### config.mk
export PLATFORM = sky130hd
export DESIGN_NAME = dbus_data_phase
export DESIGN_NICKNAME = d
export VERILOG_FILES = /design/src/include/dbus_pkg.sv /design/src/include/lane_if.sv /design/src/logic/dbus_data_phase.sv /design/src/logic/dbus_lane.sv
export VERILOG_INCLUDE_DIRS = /design/src /design/src/include
export SDC_FILE = /design/constraint.sdc
export NUM_CORES = 2
export LEC_CHECK = 0
export ABC_AREA = 1
export BUFFER_PORTS_ARGS = -buffer_cell sky130_fd_sc_hd__buf_4
export CAP_MARGIN = 20
export CORE_ASPECT_RATIO = 0.8
export CORE_UTILIZATION = 55
export CTS_CLUSTER_SIZE = 20
export DETAILED_ROUTE_END_ITERATION = 6
export GPL_ROUTABILITY_DRIVEN = 1
export PLACE_DENSITY = 0.74
export SLEW_MARGIN = 20
export SYNTH_ARGS = -nofsm -noshare
export SYNTH_HDL_FRONTEND = slang
export SYNTH_SLANG_ARGS = --single-unit
### constraint.sdc
create_clock -name clk_sys -period 15.2 [get_ports clk_sys]
set_input_delay 4.56 -clock clk_sys [delete_from_list [all_inputs] [get_ports clk_sys]]
set_output_delay 4.56 -clock clk_sys [all_outputs]
set_load 0.03 [all_outputs]
### src/include/dbus_regs.svh
`ifndef DBUS_REGS_SVH
`define DBUS_REGS_SVH
// data path shape
`define DBUS_DATA_W      64
`define DBUS_GROUPS      4
`define DBUS_GROUP_W     16
`define DBUS_WORDS       4
// timing: own clock period and the common bus clock period, in ns
`define DBUS_CLK_NS      40
`define DBUS_BUS_CLK_NS  320
// clk_sys cycles per common bus clock, two per word
`define DBUS_SLOTS       (`DBUS_BUS_CLK_NS / `DBUS_CLK_NS)
// idle level of every active low pin
`define DBUS_PIN_IDLE    1'b1
`endif

### src/include/dbus_pkg.sv
package dbus_pkg;
    typedef enum logic [1:0] {
        ST_IDLE  = 2'b00,
        ST_DRIVE = 2'b01,
        ST_DONE  = 2'b11
    } phase_t;
    typedef logic [255:0] block_t;
    typedef logic [15:0]  group_t;
endpackage

### src/include/lane_if.sv
`timescale 1ns/1ps
interface lane_if;
    import dbus_pkg::*;
    group_t word_out;      // logical word to send
    group_t elec_prev;     // pin levels now driven
    group_t elec_next;     // pin levels for the word
    logic   flag_next_n;
    logic   parity_next_n;
    group_t elec_seen;     // synchronised pin levels
    logic   flag_seen_n;
    logic   parity_seen_n;
    group_t word_in;       // decoded logical word
    logic   parity_bad;
    modport top  (output word_out, elec_prev, elec_seen, flag_seen_n, parity_seen_n,
                  input elec_next, flag_next_n, parity_next_n, word_in, parity_bad);
    modport lane (input word_out, elec_prev, elec_seen, flag_seen_n, parity_seen_n,
                  output elec_next, flag_next_n, parity_next_n, word_in, parity_bad);
endinterface

### src/logic/dbus_data_phase.sv
`timescale 1ns/1ps
`include "dbus_regs.svh"
module dbus_data_phase #(
    parameter int DATA_W  = `DBUS_DATA_W,
    parameter int GROUP_W = `DBUS_GROUP_W
) (
    // clock and reset
    input  wire logic             clk_sys,
    input  wire logic             reset_n,
    // data lines
    input  wire logic [63:0]      data_n_seen,
    output logic      [63:0]      data_n_drive,
    output logic                  data_n_oe_n,
    // inversion flags
    input  wire logic [3:0]       group_invert_flags_n_seen,
    output logic      [3:0]       group_invert_flags_n_drive,
    output logic                  group_invert_flags_n_oe_n,
    // parity lines
    input  wire logic [3:0]       word_parity_lines_n_seen,
    output logic      [3:0]       word_parity_lines_n_drive,
    output logic                  word_parity_lines_n_oe_n,
    // strobes
    input  wire logic [3:0]       strobe_pos_phase_n_seen,
    output logic      [3:0]       strobe_pos_phase_n_drive,
    input  wire logic [3:0]       strobe_neg_phase_n_seen,
    output logic      [3:0]       strobe_neg_phase_n_drive,
    output logic                  strobe_n_oe_n,
    // handshakes
    input  wire logic             word_valid_flag_n_seen,
    output logic                  word_valid_flag_n_drive,
    input  wire logic             word_bus_occupied_n_seen,
    output logic                  word_bus_occupied_n_drive,
    output logic                  handshake_n_oe_n,
    input  wire logic             out_of_order_notice_n,
    // user send side, one block is four words of one bus clock
    input  wire logic             send_valid,
    output logic                  send_ready,
    input  wire dbus_pkg::block_t send_block,
    input  wire logic             send_last,
    // user receive side
    output logic                  recv_valid,
    output dbus_pkg::block_t      recv_block,
    output logic                  recv_parity_bad,
    output logic                  deferred
);
    import dbus_pkg::*;

    localparam int NG    = `DBUS_GROUPS;
    localparam int SLOTS = `DBUS_SLOTS;
    localparam int IN_W  = DATA_W + 4 * NG + 3;

    if (DATA_W != NG * GROUP_W || GROUP_W != 16 || SLOTS != 2 * `DBUS_WORDS)
    begin : bad_shape
        $error("dbus_data_phase: unsupported data shape");
    end

    ////////////////////////////////////////////////////////////////////////////
    // input synchronisers: every pin passes two flops before use

    logic [IN_W-1:0] sync1_reg;
    logic [IN_W-1:0] sync2_reg;
    logic [7:0]      strobe_s3_reg;
    wire  [IN_W-1:0] pins_raw = {data_n_seen, group_invert_flags_n_seen,
                                 word_parity_lines_n_seen, strobe_pos_phase_n_seen,
                                 strobe_neg_phase_n_seen, word_valid_flag_n_seen,
                                 word_bus_occupied_n_seen, out_of_order_notice_n};

    always_ff @(posedge clk_sys or negedge reset_n)
    begin
        if (!reset_n)
        begin
            sync1_reg     <= '1;
            sync2_reg     <= '1;
            strobe_s3_reg <= '1;
        end
        else
        begin
            sync1_reg     <= pins_raw;
            sync2_reg     <= sync1_reg;
            strobe_s3_reg <= sync2_reg[10:3];
        end
    end

    wire [63:0] data_s   = sync2_reg[IN_W-1 -: 64];
    wire [3:0]  flags_s  = sync2_reg[18:15];
    wire [3:0]  parity_s = sync2_reg[14:11];
    wire [3:0]  pos_s    = sync2_reg[10:7];
    wire [3:0]  neg_s    = sync2_reg[6:3];
    wire        valid_s  = sync2_reg[2];
    wire        busy_s   = sync2_reg[1];
    wire        out_of_order_notice_s  = sync2_reg[0];

    ////////////////////////////////////////////////////////////////////////////
    // send sequencing: one bus clock is SLOTS cycles, two per word

    phase_t         state_reg;
    phase_t         state_next;
    logic [2:0]     slot_reg;
    block_t         cur_block_reg;
    logic           cur_valid_reg;
    logic           cur_valid_next;
    logic           last_taken_reg;
    logic [63:0]    elec_next_all;
    logic [3:0]     flag_next_all;
    logic [3:0]     parity_next_all;

    // bus may be taken only after the current owner has released it
    wire bus_free   = busy_s && valid_s;
    wire period_end = slot_reg == 3'(SLOTS - 1);
    wire [1:0] word_idx = slot_reg[2:1];
    wire first_half = !slot_reg[0];
    wire sending    = state_reg == ST_DRIVE && cur_valid_reg;

    assign send_ready = (state_reg == ST_IDLE && bus_free)
                      || (state_reg == ST_DRIVE && period_end && !last_taken_reg);
    wire take = send_valid && send_ready;

    // no block offered at a bus clock boundary yields an idle clock
    always_comb
    begin
        state_next     = state_reg;
        cur_valid_next = cur_valid_reg;
        unique case (state_reg)
            ST_IDLE:
            begin
                if (take)
                begin
                    state_next     = ST_DRIVE;
                    cur_valid_next = 1'b1;
                end
            end
            ST_DRIVE:
            begin
                if (period_end)
                begin
                    cur_valid_next = take;
                    if (last_taken_reg)
                    begin
                        state_next = ST_DONE;
                    end
                end
            end
            ST_DONE:
            begin
                state_next     = ST_IDLE;
                cur_valid_next = 1'b0;
            end
        endcase
    end

    // control state and the block being sent
    always_ff @(posedge clk_sys or negedge reset_n)
    begin
        if (!reset_n)
        begin
            state_reg      <= ST_IDLE;
            slot_reg       <= '0;
            cur_block_reg  <= '0;
            cur_valid_reg  <= 1'b0;
            last_taken_reg <= 1'b0;
        end
        else
        begin
            state_reg     <= state_next;
            cur_valid_reg <= cur_valid_next;
            slot_reg      <= (state_reg == ST_DRIVE) ? slot_reg + 3'd1 : 3'd0;
            if (take)
            begin
                cur_block_reg  <= send_block;
                last_taken_reg <= send_last;
            end
            else if (state_reg != ST_DRIVE)
            begin
                last_taken_reg <= 1'b0;
            end
        end
    end

    // pin drive: a word loads in its first half, its strobe falls in the second
    always_ff @(posedge clk_sys or negedge reset_n)
    begin
        if (!reset_n)
        begin
            data_n_drive               <= '1;
            group_invert_flags_n_drive <= '1;
            word_parity_lines_n_drive  <= '1;
            strobe_pos_phase_n_drive   <= '1;
            strobe_neg_phase_n_drive   <= '1;
        end
        else if (!sending)
        begin
            strobe_pos_phase_n_drive <= '1;
            strobe_neg_phase_n_drive <= '1;
        end
        else if (first_half)
        begin
            data_n_drive               <= elec_next_all;
            group_invert_flags_n_drive <= flag_next_all;
            word_parity_lines_n_drive  <= parity_next_all;
            if (word_idx[0])
            begin
                strobe_neg_phase_n_drive <= '1;
            end
            else
            begin
                strobe_pos_phase_n_drive <= '1;
            end
        end
        else if (word_idx[0])
        begin
            strobe_neg_phase_n_drive <= '0;
        end
        else
        begin
            strobe_pos_phase_n_drive <= '0;
        end
    end

    // pins stay driven through the closing clock so the last strobe fall reaches the bus
    always_ff @(posedge clk_sys or negedge reset_n)
    begin
        if (!reset_n)
        begin
            word_valid_flag_n_drive   <= `DBUS_PIN_IDLE;
            word_bus_occupied_n_drive <= `DBUS_PIN_IDLE;
            handshake_n_oe_n          <= 1'b1;
            data_n_oe_n               <= 1'b1;
            group_invert_flags_n_oe_n <= 1'b1;
            word_parity_lines_n_oe_n  <= 1'b1;
            strobe_n_oe_n             <= 1'b1;
        end
        else
        begin
            word_valid_flag_n_drive   <= !(state_next == ST_DRIVE && cur_valid_next);
            word_bus_occupied_n_drive <= state_next == ST_IDLE;
            handshake_n_oe_n          <= state_reg == ST_IDLE && state_next == ST_IDLE;
            data_n_oe_n               <= state_next == ST_IDLE;
            group_invert_flags_n_oe_n <= state_next == ST_IDLE;
            word_parity_lines_n_oe_n  <= state_next == ST_IDLE;
            strobe_n_oe_n             <= state_next == ST_IDLE;
        end
    end

    ////////////////////////////////////////////////////////////////////////////
    // group lanes: encode, decode and parity per 16-bit group

    lane_if lanes[NG] ();
    logic [3:0] fall;
    logic [3:0] parity_bad_all;
    group_t     word_in_all [NG];

    for (genvar g = 0; g < NG; g++)
    begin : grp
        dbus_lane #(.GROUP_W(GROUP_W)) u_lane (.lane(lanes[g]));
        assign lanes[g].word_out      = cur_block_reg[word_idx * 64 + g * 16 +: 16];
        assign lanes[g].elec_prev     = data_n_drive[g * 16 +: 16];
        assign lanes[g].elec_seen     = data_s[g * 16 +: 16];
        assign lanes[g].flag_seen_n   = flags_s[g];
        assign lanes[g].parity_seen_n = parity_s[g];
        assign elec_next_all[g * 16 +: 16] = lanes[g].elec_next;
        assign flag_next_all[g]       = lanes[g].flag_next_n;
        assign parity_next_all[g]     = lanes[g].parity_next_n;
        assign word_in_all[g]         = lanes[g].word_in;
        assign parity_bad_all[g]      = lanes[g].parity_bad;
        // either strobe of the pair falling captures the next word of the group
        assign fall[g] = (strobe_s3_reg[4 + g] && !pos_s[g])
                       || (strobe_s3_reg[g] && !neg_s[g]);
    end

    ////////////////////////////////////////////////////////////////////////////
    // receive: only while another agent owns the bus and marks data valid

    logic [1:0] rx_idx_reg [NG];
    logic [3:0] rx_done_reg;
    logic       rx_bad_reg;
    block_t     rx_block_reg;
    wire        rx_on = state_reg == ST_IDLE && !busy_s;

    always_ff @(posedge clk_sys or negedge reset_n)
    begin
        if (!reset_n)
        begin
            for (int g = 0; g < NG; g++)
            begin
                rx_idx_reg[g] <= '0;
            end
            rx_done_reg     <= '0;
            rx_bad_reg      <= 1'b0;
            rx_block_reg    <= '0;
            recv_valid      <= 1'b0;
            recv_block      <= '0;
            recv_parity_bad <= 1'b0;
            deferred        <= 1'b0;
        end
        else
        begin
            deferred   <= !out_of_order_notice_s;
            recv_valid <= 1'b0;
            if (&rx_done_reg)
            begin
                // the whole clock's four words have arrived in every group
                recv_valid      <= 1'b1;
                recv_block      <= rx_block_reg;
                recv_parity_bad <= rx_bad_reg;
                rx_done_reg     <= '0;
                rx_bad_reg      <= 1'b0;
            end
            else if (!rx_on)
            begin
                // a stray strobe outside an owned transfer must not skew words
                for (int g = 0; g < NG; g++)
                begin
                    rx_idx_reg[g] <= '0;
                end
                rx_done_reg <= '0;
                rx_bad_reg  <= 1'b0;
            end
            else
            begin
                for (int g = 0; g < NG; g++)
                begin
                    if (fall[g] && !valid_s)
                    begin
                        rx_block_reg[rx_idx_reg[g] * 64 + g * 16 +: 16] <= word_in_all[g];
                        rx_idx_reg[g] <= rx_idx_reg[g] + 2'd1;
                        if (parity_bad_all[g])
                        begin
                            rx_bad_reg <= 1'b1;
                        end
                        if (rx_idx_reg[g] == 2'd3)
                        begin
                            rx_done_reg[g] <= 1'b1;
                        end
                    end
                end
            end
        end
    end
endmodule

### src/logic/dbus_lane.sv
`timescale 1ns/1ps
module dbus_lane #(
    parameter int GROUP_W = 16
) (
    lane_if.lane lane
);
    import dbus_pkg::*;
    localparam int CW = $clog2(GROUP_W + 1);

    if (GROUP_W != 16)
    begin : bad_width
        $error("dbus_lane: group width must be 16");
    end

    logic [GROUP_W-1:0] plain_n;
    logic [GROUP_W-1:0] diff;
    logic [CW-1:0]      changes;
    logic               invert;

    // asserted data bit is a low pin level
    assign plain_n = ~lane.word_out;
    assign diff    = plain_n ^ lane.elec_prev;

    // count the lines that would toggle if sent plain
    always_comb
    begin
        changes = '0;
        for (int i = 0; i < GROUP_W; i++)
        begin
            changes = changes + {{(CW-1){1'b0}}, diff[i]};
        end
    end

    // more than half toggling: send inverted and flag it, halves switching noise
    assign invert             = changes > CW'(GROUP_W / 2);
    assign lane.elec_next     = invert ? lane.word_out : plain_n;
    assign lane.flag_next_n   = ~invert;
    // parity line asserted when the logical group holds an odd count of ones
    assign lane.parity_next_n = ~(^lane.word_out);

    // a flagged group reads active high, otherwise active low
    assign lane.word_in    = lane.flag_seen_n ? ~lane.elec_seen : lane.elec_seen;
    assign lane.parity_bad = (^lane.word_in) != ~lane.parity_seen_n;
endmodule

### Yosys cells after proc, flatten, opt, wreduce, memory -nomap -nowiden

Index checks and enable logic that the tools add are counted.
W data, S select, Z words.

* register bits after elaboration: 1048
* output and inout port bits: 347

* multiplexer cells: 66
* eq/ne operators: 27
* reduce and logical (&&, ||, !) cells: 61
* add/sub/neg operators: 75
* order comparisons: 4
* shift-type cells: 12
* bitwise logic cells: 26

Operators by type and width (count)
* $mux W256: 10
* $bwmux W256: 4
* $shift A16 B34 Y256 const A: 4
* $shiftx A16 B34 Y256: 4
* $shiftx A256 B10 Y16: 3
* $add A5 B1 Y5: 56
* $shiftx A256 B9 Y16: 1
* $mux W16: 8
* $not A16 Y16: 8
* $reduce_xor A16 Y1: 8
* $neg A9 Y34: 3
* $xor A16 B16 Y16: 4
* $mux W4: 10
* $add A8 B6 Y9 const B: 4
* $neg A8 Y34: 1
* $ne A3 B1 Y1 const B: 8
* $mux W1: 23
* $logic_and A1 B1 Y1: 21
* $gt A5 B4 Y1 const B: 4
* $reduce_and A2 Y1: 10
* $add A8 B5 Y9 const B: 2
* $mux W2: 7
* $not A1 Y1: 14
* $logic_not A1 Y1: 13
* other kinds (17): 41

### Longest topological paths before layout

* depth after elaboration: 21
* depth in mapped cells: 25
* mapped depth without buffers: 20

### Cells and area by module

From an unflattened synthesis, not the netlist that was laid out.

* cell total of the unflattened synthesis: 5694
* area total of the unflattened synthesis: 48315.1 um^2

By module, submodules not included
* dbus_data_phase: area an instance 41417.2 um^2, instances 1, cells an instance 4553, seq. area each 26389.1 um^2
* dbus_lane at grp[0].u_lane ...: area an instance 1791.7 um^2, instances 3, cells an instance 292, seq. area each 0.0 um^2
* dbus_lane at grp[3].u_lane: area an instance 1522.7 um^2, instances 1, cells an instance 265, seq. area each 0.0 um^2

### Worst setup path after synthesis

No wires, ideal clock.

* path type: flip-flop to output port
* from: register slot_reg[0]
* to: output port send_ready
* setup slack: 9.440 ns
* buffers on the path: 0
* required time: 10.640 ns
* cell stages (with the launch flop): 5
* data arrival time: 1.200 ns
* path through: dfrtp_1 > ha_1 > ha_1 > nand2_1 > o21ai_1

* longest elaborated chain between the ends: 4

RTL lines
* from (decl): line dbus_data_phase.sv:98 `logic [2:0] slot_reg;`
* from (signal assigned): line dbus_data_phase.sv:166 `slot_reg <= (state_reg == ST_DRIVE) ? slot_reg + 3'd1 : 3'd0;`
* $eq A3 B3 Y1: line dbus_data_phase.sv:109 `wire period_end = slot_reg == 3'(SLOTS - 1);`
* $logic_and A1 B1 Y1 (2 in a row): line dbus_data_phase.sv:115 `|| (state_reg == ST_DRIVE && period_end && !last_taken_reg);`
* $logic_or A1 B1 Y1: line dbus_data_phase.sv:115
* to (decl): line dbus_data_phase.sv:37 `output logic send_ready,`

No other way between the ends.

### Worst setup path in the final report

* from: register slot_reg[1]
* to: register data_n_drive[63]

* longest elaborated chain between the ends: 21

RTL lines
* $add A8 B6 Y9 (*): line dbus_data_phase.sv:255 `assign lanes[g].word_out = cur_block_reg[word_idx * 64 + g * 16 +: 16];`
* $shiftx A256 B10 Y16 (*): line dbus_data_phase.sv:255
* $not A16 Y16: line dbus_lane.sv:21 `assign plain_n = ~lane.word_out;`
* $xor A16 B16 Y16: line dbus_lane.sv:22 `assign diff = plain_n ^ lane.elec_prev;`
* $add A1 B1 Y2: line dbus_lane.sv:30 `changes = changes + {{(CW-1){1'b0}}, diff[i]};`
* $add A5 B1 Y5 (14 in a row): line dbus_lane.sv:30
* $gt A5 B4 Y1: line dbus_lane.sv:35 `assign invert = changes > CW'(GROUP_W / 2);`
* $mux W16 (*): line dbus_lane.sv:36 `assign lane.elec_next = invert ? lane.word_out : plain_n;`
* to (signal assigned): line dbus_data_phase.sv:197 `data_n_drive <= elec_next_all;`
* to (decl): line dbus_data_phase.sv:12 `output logic [63:0] data_n_drive,`

Mark *: on every way between the ends. The rest lies on a longest branch, timed or not.
A chain may end at the register's enable or synchronous reset.

==> flow_metrics.tcl <==
set metrics [dict create \
    status "complete, no violations" \
    clkSinkCount 1042 \
    synth_fa_ha_area_share_pct 2.90 \
    synth_xor_xnor_area_share_pct 5.24 \
    yosysMostFrequentCell "nand2_1" \
    path_max_fanout 54 \
    muxShareOfSynthArea_pct 0 \
    die_w_microns 325 \
    multi_input_area_sq_um 16700 \
    core-area_sq_um 82300 \
    syn-num-nets 5502 \
    reg2reg_to "data_n_drive[63]$_DFFE_PN1P_" \
    viasPerCell 5.30 \
    overflow 0 \
    synth-async-reset-ratio_pct 100 \
    cp.required_ns 15.75 \
    synth-compound-area-share_pct 6.64 \
    antenna_left 0 \
    synth_cell_types 38 \
    synthToLayoutAreaGrowth_pct 19.9 \
    clock_latency_ns 0.68 \
    synth_edf_count 0 \
    drive_above_1_share_pct 21.3 \
    die_h_microns 260 \
    r2r_start "slot_reg[1]$_DFF_PN0_" \
    cts-resized-gates 0 \
    num-fill-cells 6645 \
    postCtsSetupBuffers 0 \
    cts.reportedPaths.clkPinSlew_ns 0.06 \
    routed_wl_microns 128000 \
    wl_per_cell_microns 18.8 \
    cts_tree "yes" \
    remaining_drc_errors 0 \
    cts_hold_repair.buffers 0 \
    globalplace.congestion 0.880 \
    num_vias 36113 \
    synth_top_family_by_area "simple AND/OR/NAND/NOR gates" \
    worstMarginPinSlew_ns 1.09 \
    fp-row-count 94 \
    nets 6052 \
    antenna_found_initial 9 \
    hold_viol_final 0 \
    ff2ff_setup_slack_ns 7.90 \
    avgSynthCellArea_sq_um 9.02 \
    hold_path.class "reg -> reg" \
    grt_max_degree 174 \
    yosys.area.top_type "dfrtp_1" \
    min_from "sync1_reg[70]$_DFF_PN1_" \
    critPathKind "reg -> reg" \
    start_util_pct 55.6 \
    ys_top_cells_by_area "dfrtp_1 (43%), nand2_1 (17%), dfstp_2 (14%)" \
    htreeDepth 3 \
    track_usage_pct 29.9 \
    fin_tns_setup_ns 0 \
    whs_endpoint "sync2_reg[70]$_DFF_PN1_" \
    drv_slew 0 \
    boundaryPins 690 \
    start_kind "flop" \
    drv_cap 0 \
    fmaxAchievable_mhz 137 \
    first_pass_iters 5 \
    fin_crit_ns 7.30 \
    finalSetupViolations 0 \
    cts_made_buffers 99 \
    arrival_ns 7.85 \
    slew_headroom_pct 26.9 \
    critPathCaptureType "flop" \
    yosys.area_share.simple_pct 21.7 \
    regArea_sq_um 26400 \
    syn_inst 5077 \
    cts_root_buffer "clkbuf_16" \
    yosysWarningCount 0 \
    grt_pass1_vias 33979 \
    grt_pass1_wl_microns 195000 \
    clock_skew_ns 0.0237 \
    synth_area_sq_um 45800 \
    rsz0062_at_grt "no" \
    drt_iter0_markers 3352 \
    min_period_over_period_pct 48.0 \
    die_area_sq_um 84400 \
    synthTopCellsByCount "nand2_1 (2,017), dfrtp_1 (791), o21ai_0 (473), inv_1 (337), nand3_1 (296)" \
    seq_area_frac_synth_pct 57.6 \
    synth_top_area_share_pct 43.2 \
    synth_ff_type "dfrtp_1" \
    worstHoldPathCells 0 \
    max-clock-path-buffers 3 \
    yosys_register_bits 1042 \
    place_hpwl_microns 90600 \
    io_buffers 689 \
    ff2ff_path_depth 18 \
]
==> how the worst max path moves through the flow <==
stage,start,end
after CTS,slot_reg[1]$_DFF_PN0_,data_n_drive[63]$_DFFE_PN1P_
after global routing,slot_reg[1]$_DFF_PN0_,data_n_drive[57]$_DFFE_PN1P_
after detailed placement,send_valid,cur_block_reg[91]$_DFFE_PN0P_
final,slot_reg[1]$_DFF_PN0_,data_n_drive[63]$_DFFE_PN1P_
after floorplan,slot_reg[0]$_DFF_PN0_,send_ready
after global placement,send_valid,cur_block_reg[12]$_DFFE_PN0P_
==> cell families after synthesis <==
family / after synthesis
AND/OR/NAND/NOR: 2488
flip-flops: 1042
buffers and inverters: 641
AO/OA/AOI/OAI: 567
XOR/XNOR: 257
adder cells (fa/ha/maj): 82
==> cell type report <==
type	instances	share of cell area (%)
inverters	354	2.45
well taps	1104	2.52
clock buffers	147	5.35
repair buffers	736	10.3
clock inverters	39	0.841
diodes	3	0.0137
multi-input cells	3394	30.5
flip-flops and latches	1042	48.1
==> per-layer routing <==
layer  GRT usage, %  part of all wire (%)  wire, microns  up-vias
li1               -                     -              -    17009
met1           42.3                    43          54800    17571
met2           45.3                    46          58700     1256
met3           5.87                   7.0           8940      265
met4           12.6                   4.3           5500       12
met5              0                 0.052             67        -
==> layout by cell type (no fill, tap or decap), types with 5 or more instances in the layout <==
master        n
clkbuf_16   105
bufinv_16     9
clkbuf_1     27
xnor2_1     132
o31ai_1      50
clkbuf_8     15
o21ai_1       9
o32ai_1      14
o21ai_0     473
inv_1       337
nand4_1      50
nand3_1     296
buf_4       726
nor2_2        6
clkinv_1      5
inv_2        10
a21oi_1      10
xor2_1      105
xnor2_2      16
dfrtp_1     789
nor2_1       89
dfstp_2     251
fa_1         40
ha_1         42
nand2_2      22
nand2_1    2015
clkinv_2     23
==> worst max-delay path, cell delays in order, from the launching register on <==
cell and delay (ns):
dfrtp_4 0.72, inv_4 0.49, buf_4 0.59, nand2_1 0.12, nand3_1 0.09, nand2_1 0.14
xor2_1 0.17, ha_1 0.32, fa_1 0.53, fa_1 0.52, fa_1 0.54, inv_1 0.05
fa_1 0.51, fa_1 0.47, fa_1 0.42, o211ai_1 0.83, buf_4 0.35, xnor2_1 0.13
o21ai_0 0.10
==> metrics by stage <==
step / util, % / instance area (sq um) / hold slack (ns) / instances / setup WS, ns
global route: 66.7 / 54900 / 0.350 / 6817 / 7.55
finish: 66.7 / 54900 / 0.349 / 6819 / 7.90
CTS: 66.5 / 54800 / 0.349 / 6811 / 7.94
detailed placement: 62.4 / 51400 / 0.347 / 6625 / 7.84
global placement: 62.4 / 51400 / 0.346 / 6624 / 7.92
floorplan: - / 45800 / 0.345 / 5077 / 9.44
Power is left out: the tool's default activity adds up to more than one toggle a clock period on the data nets, which glitch-free logic cannot reach.
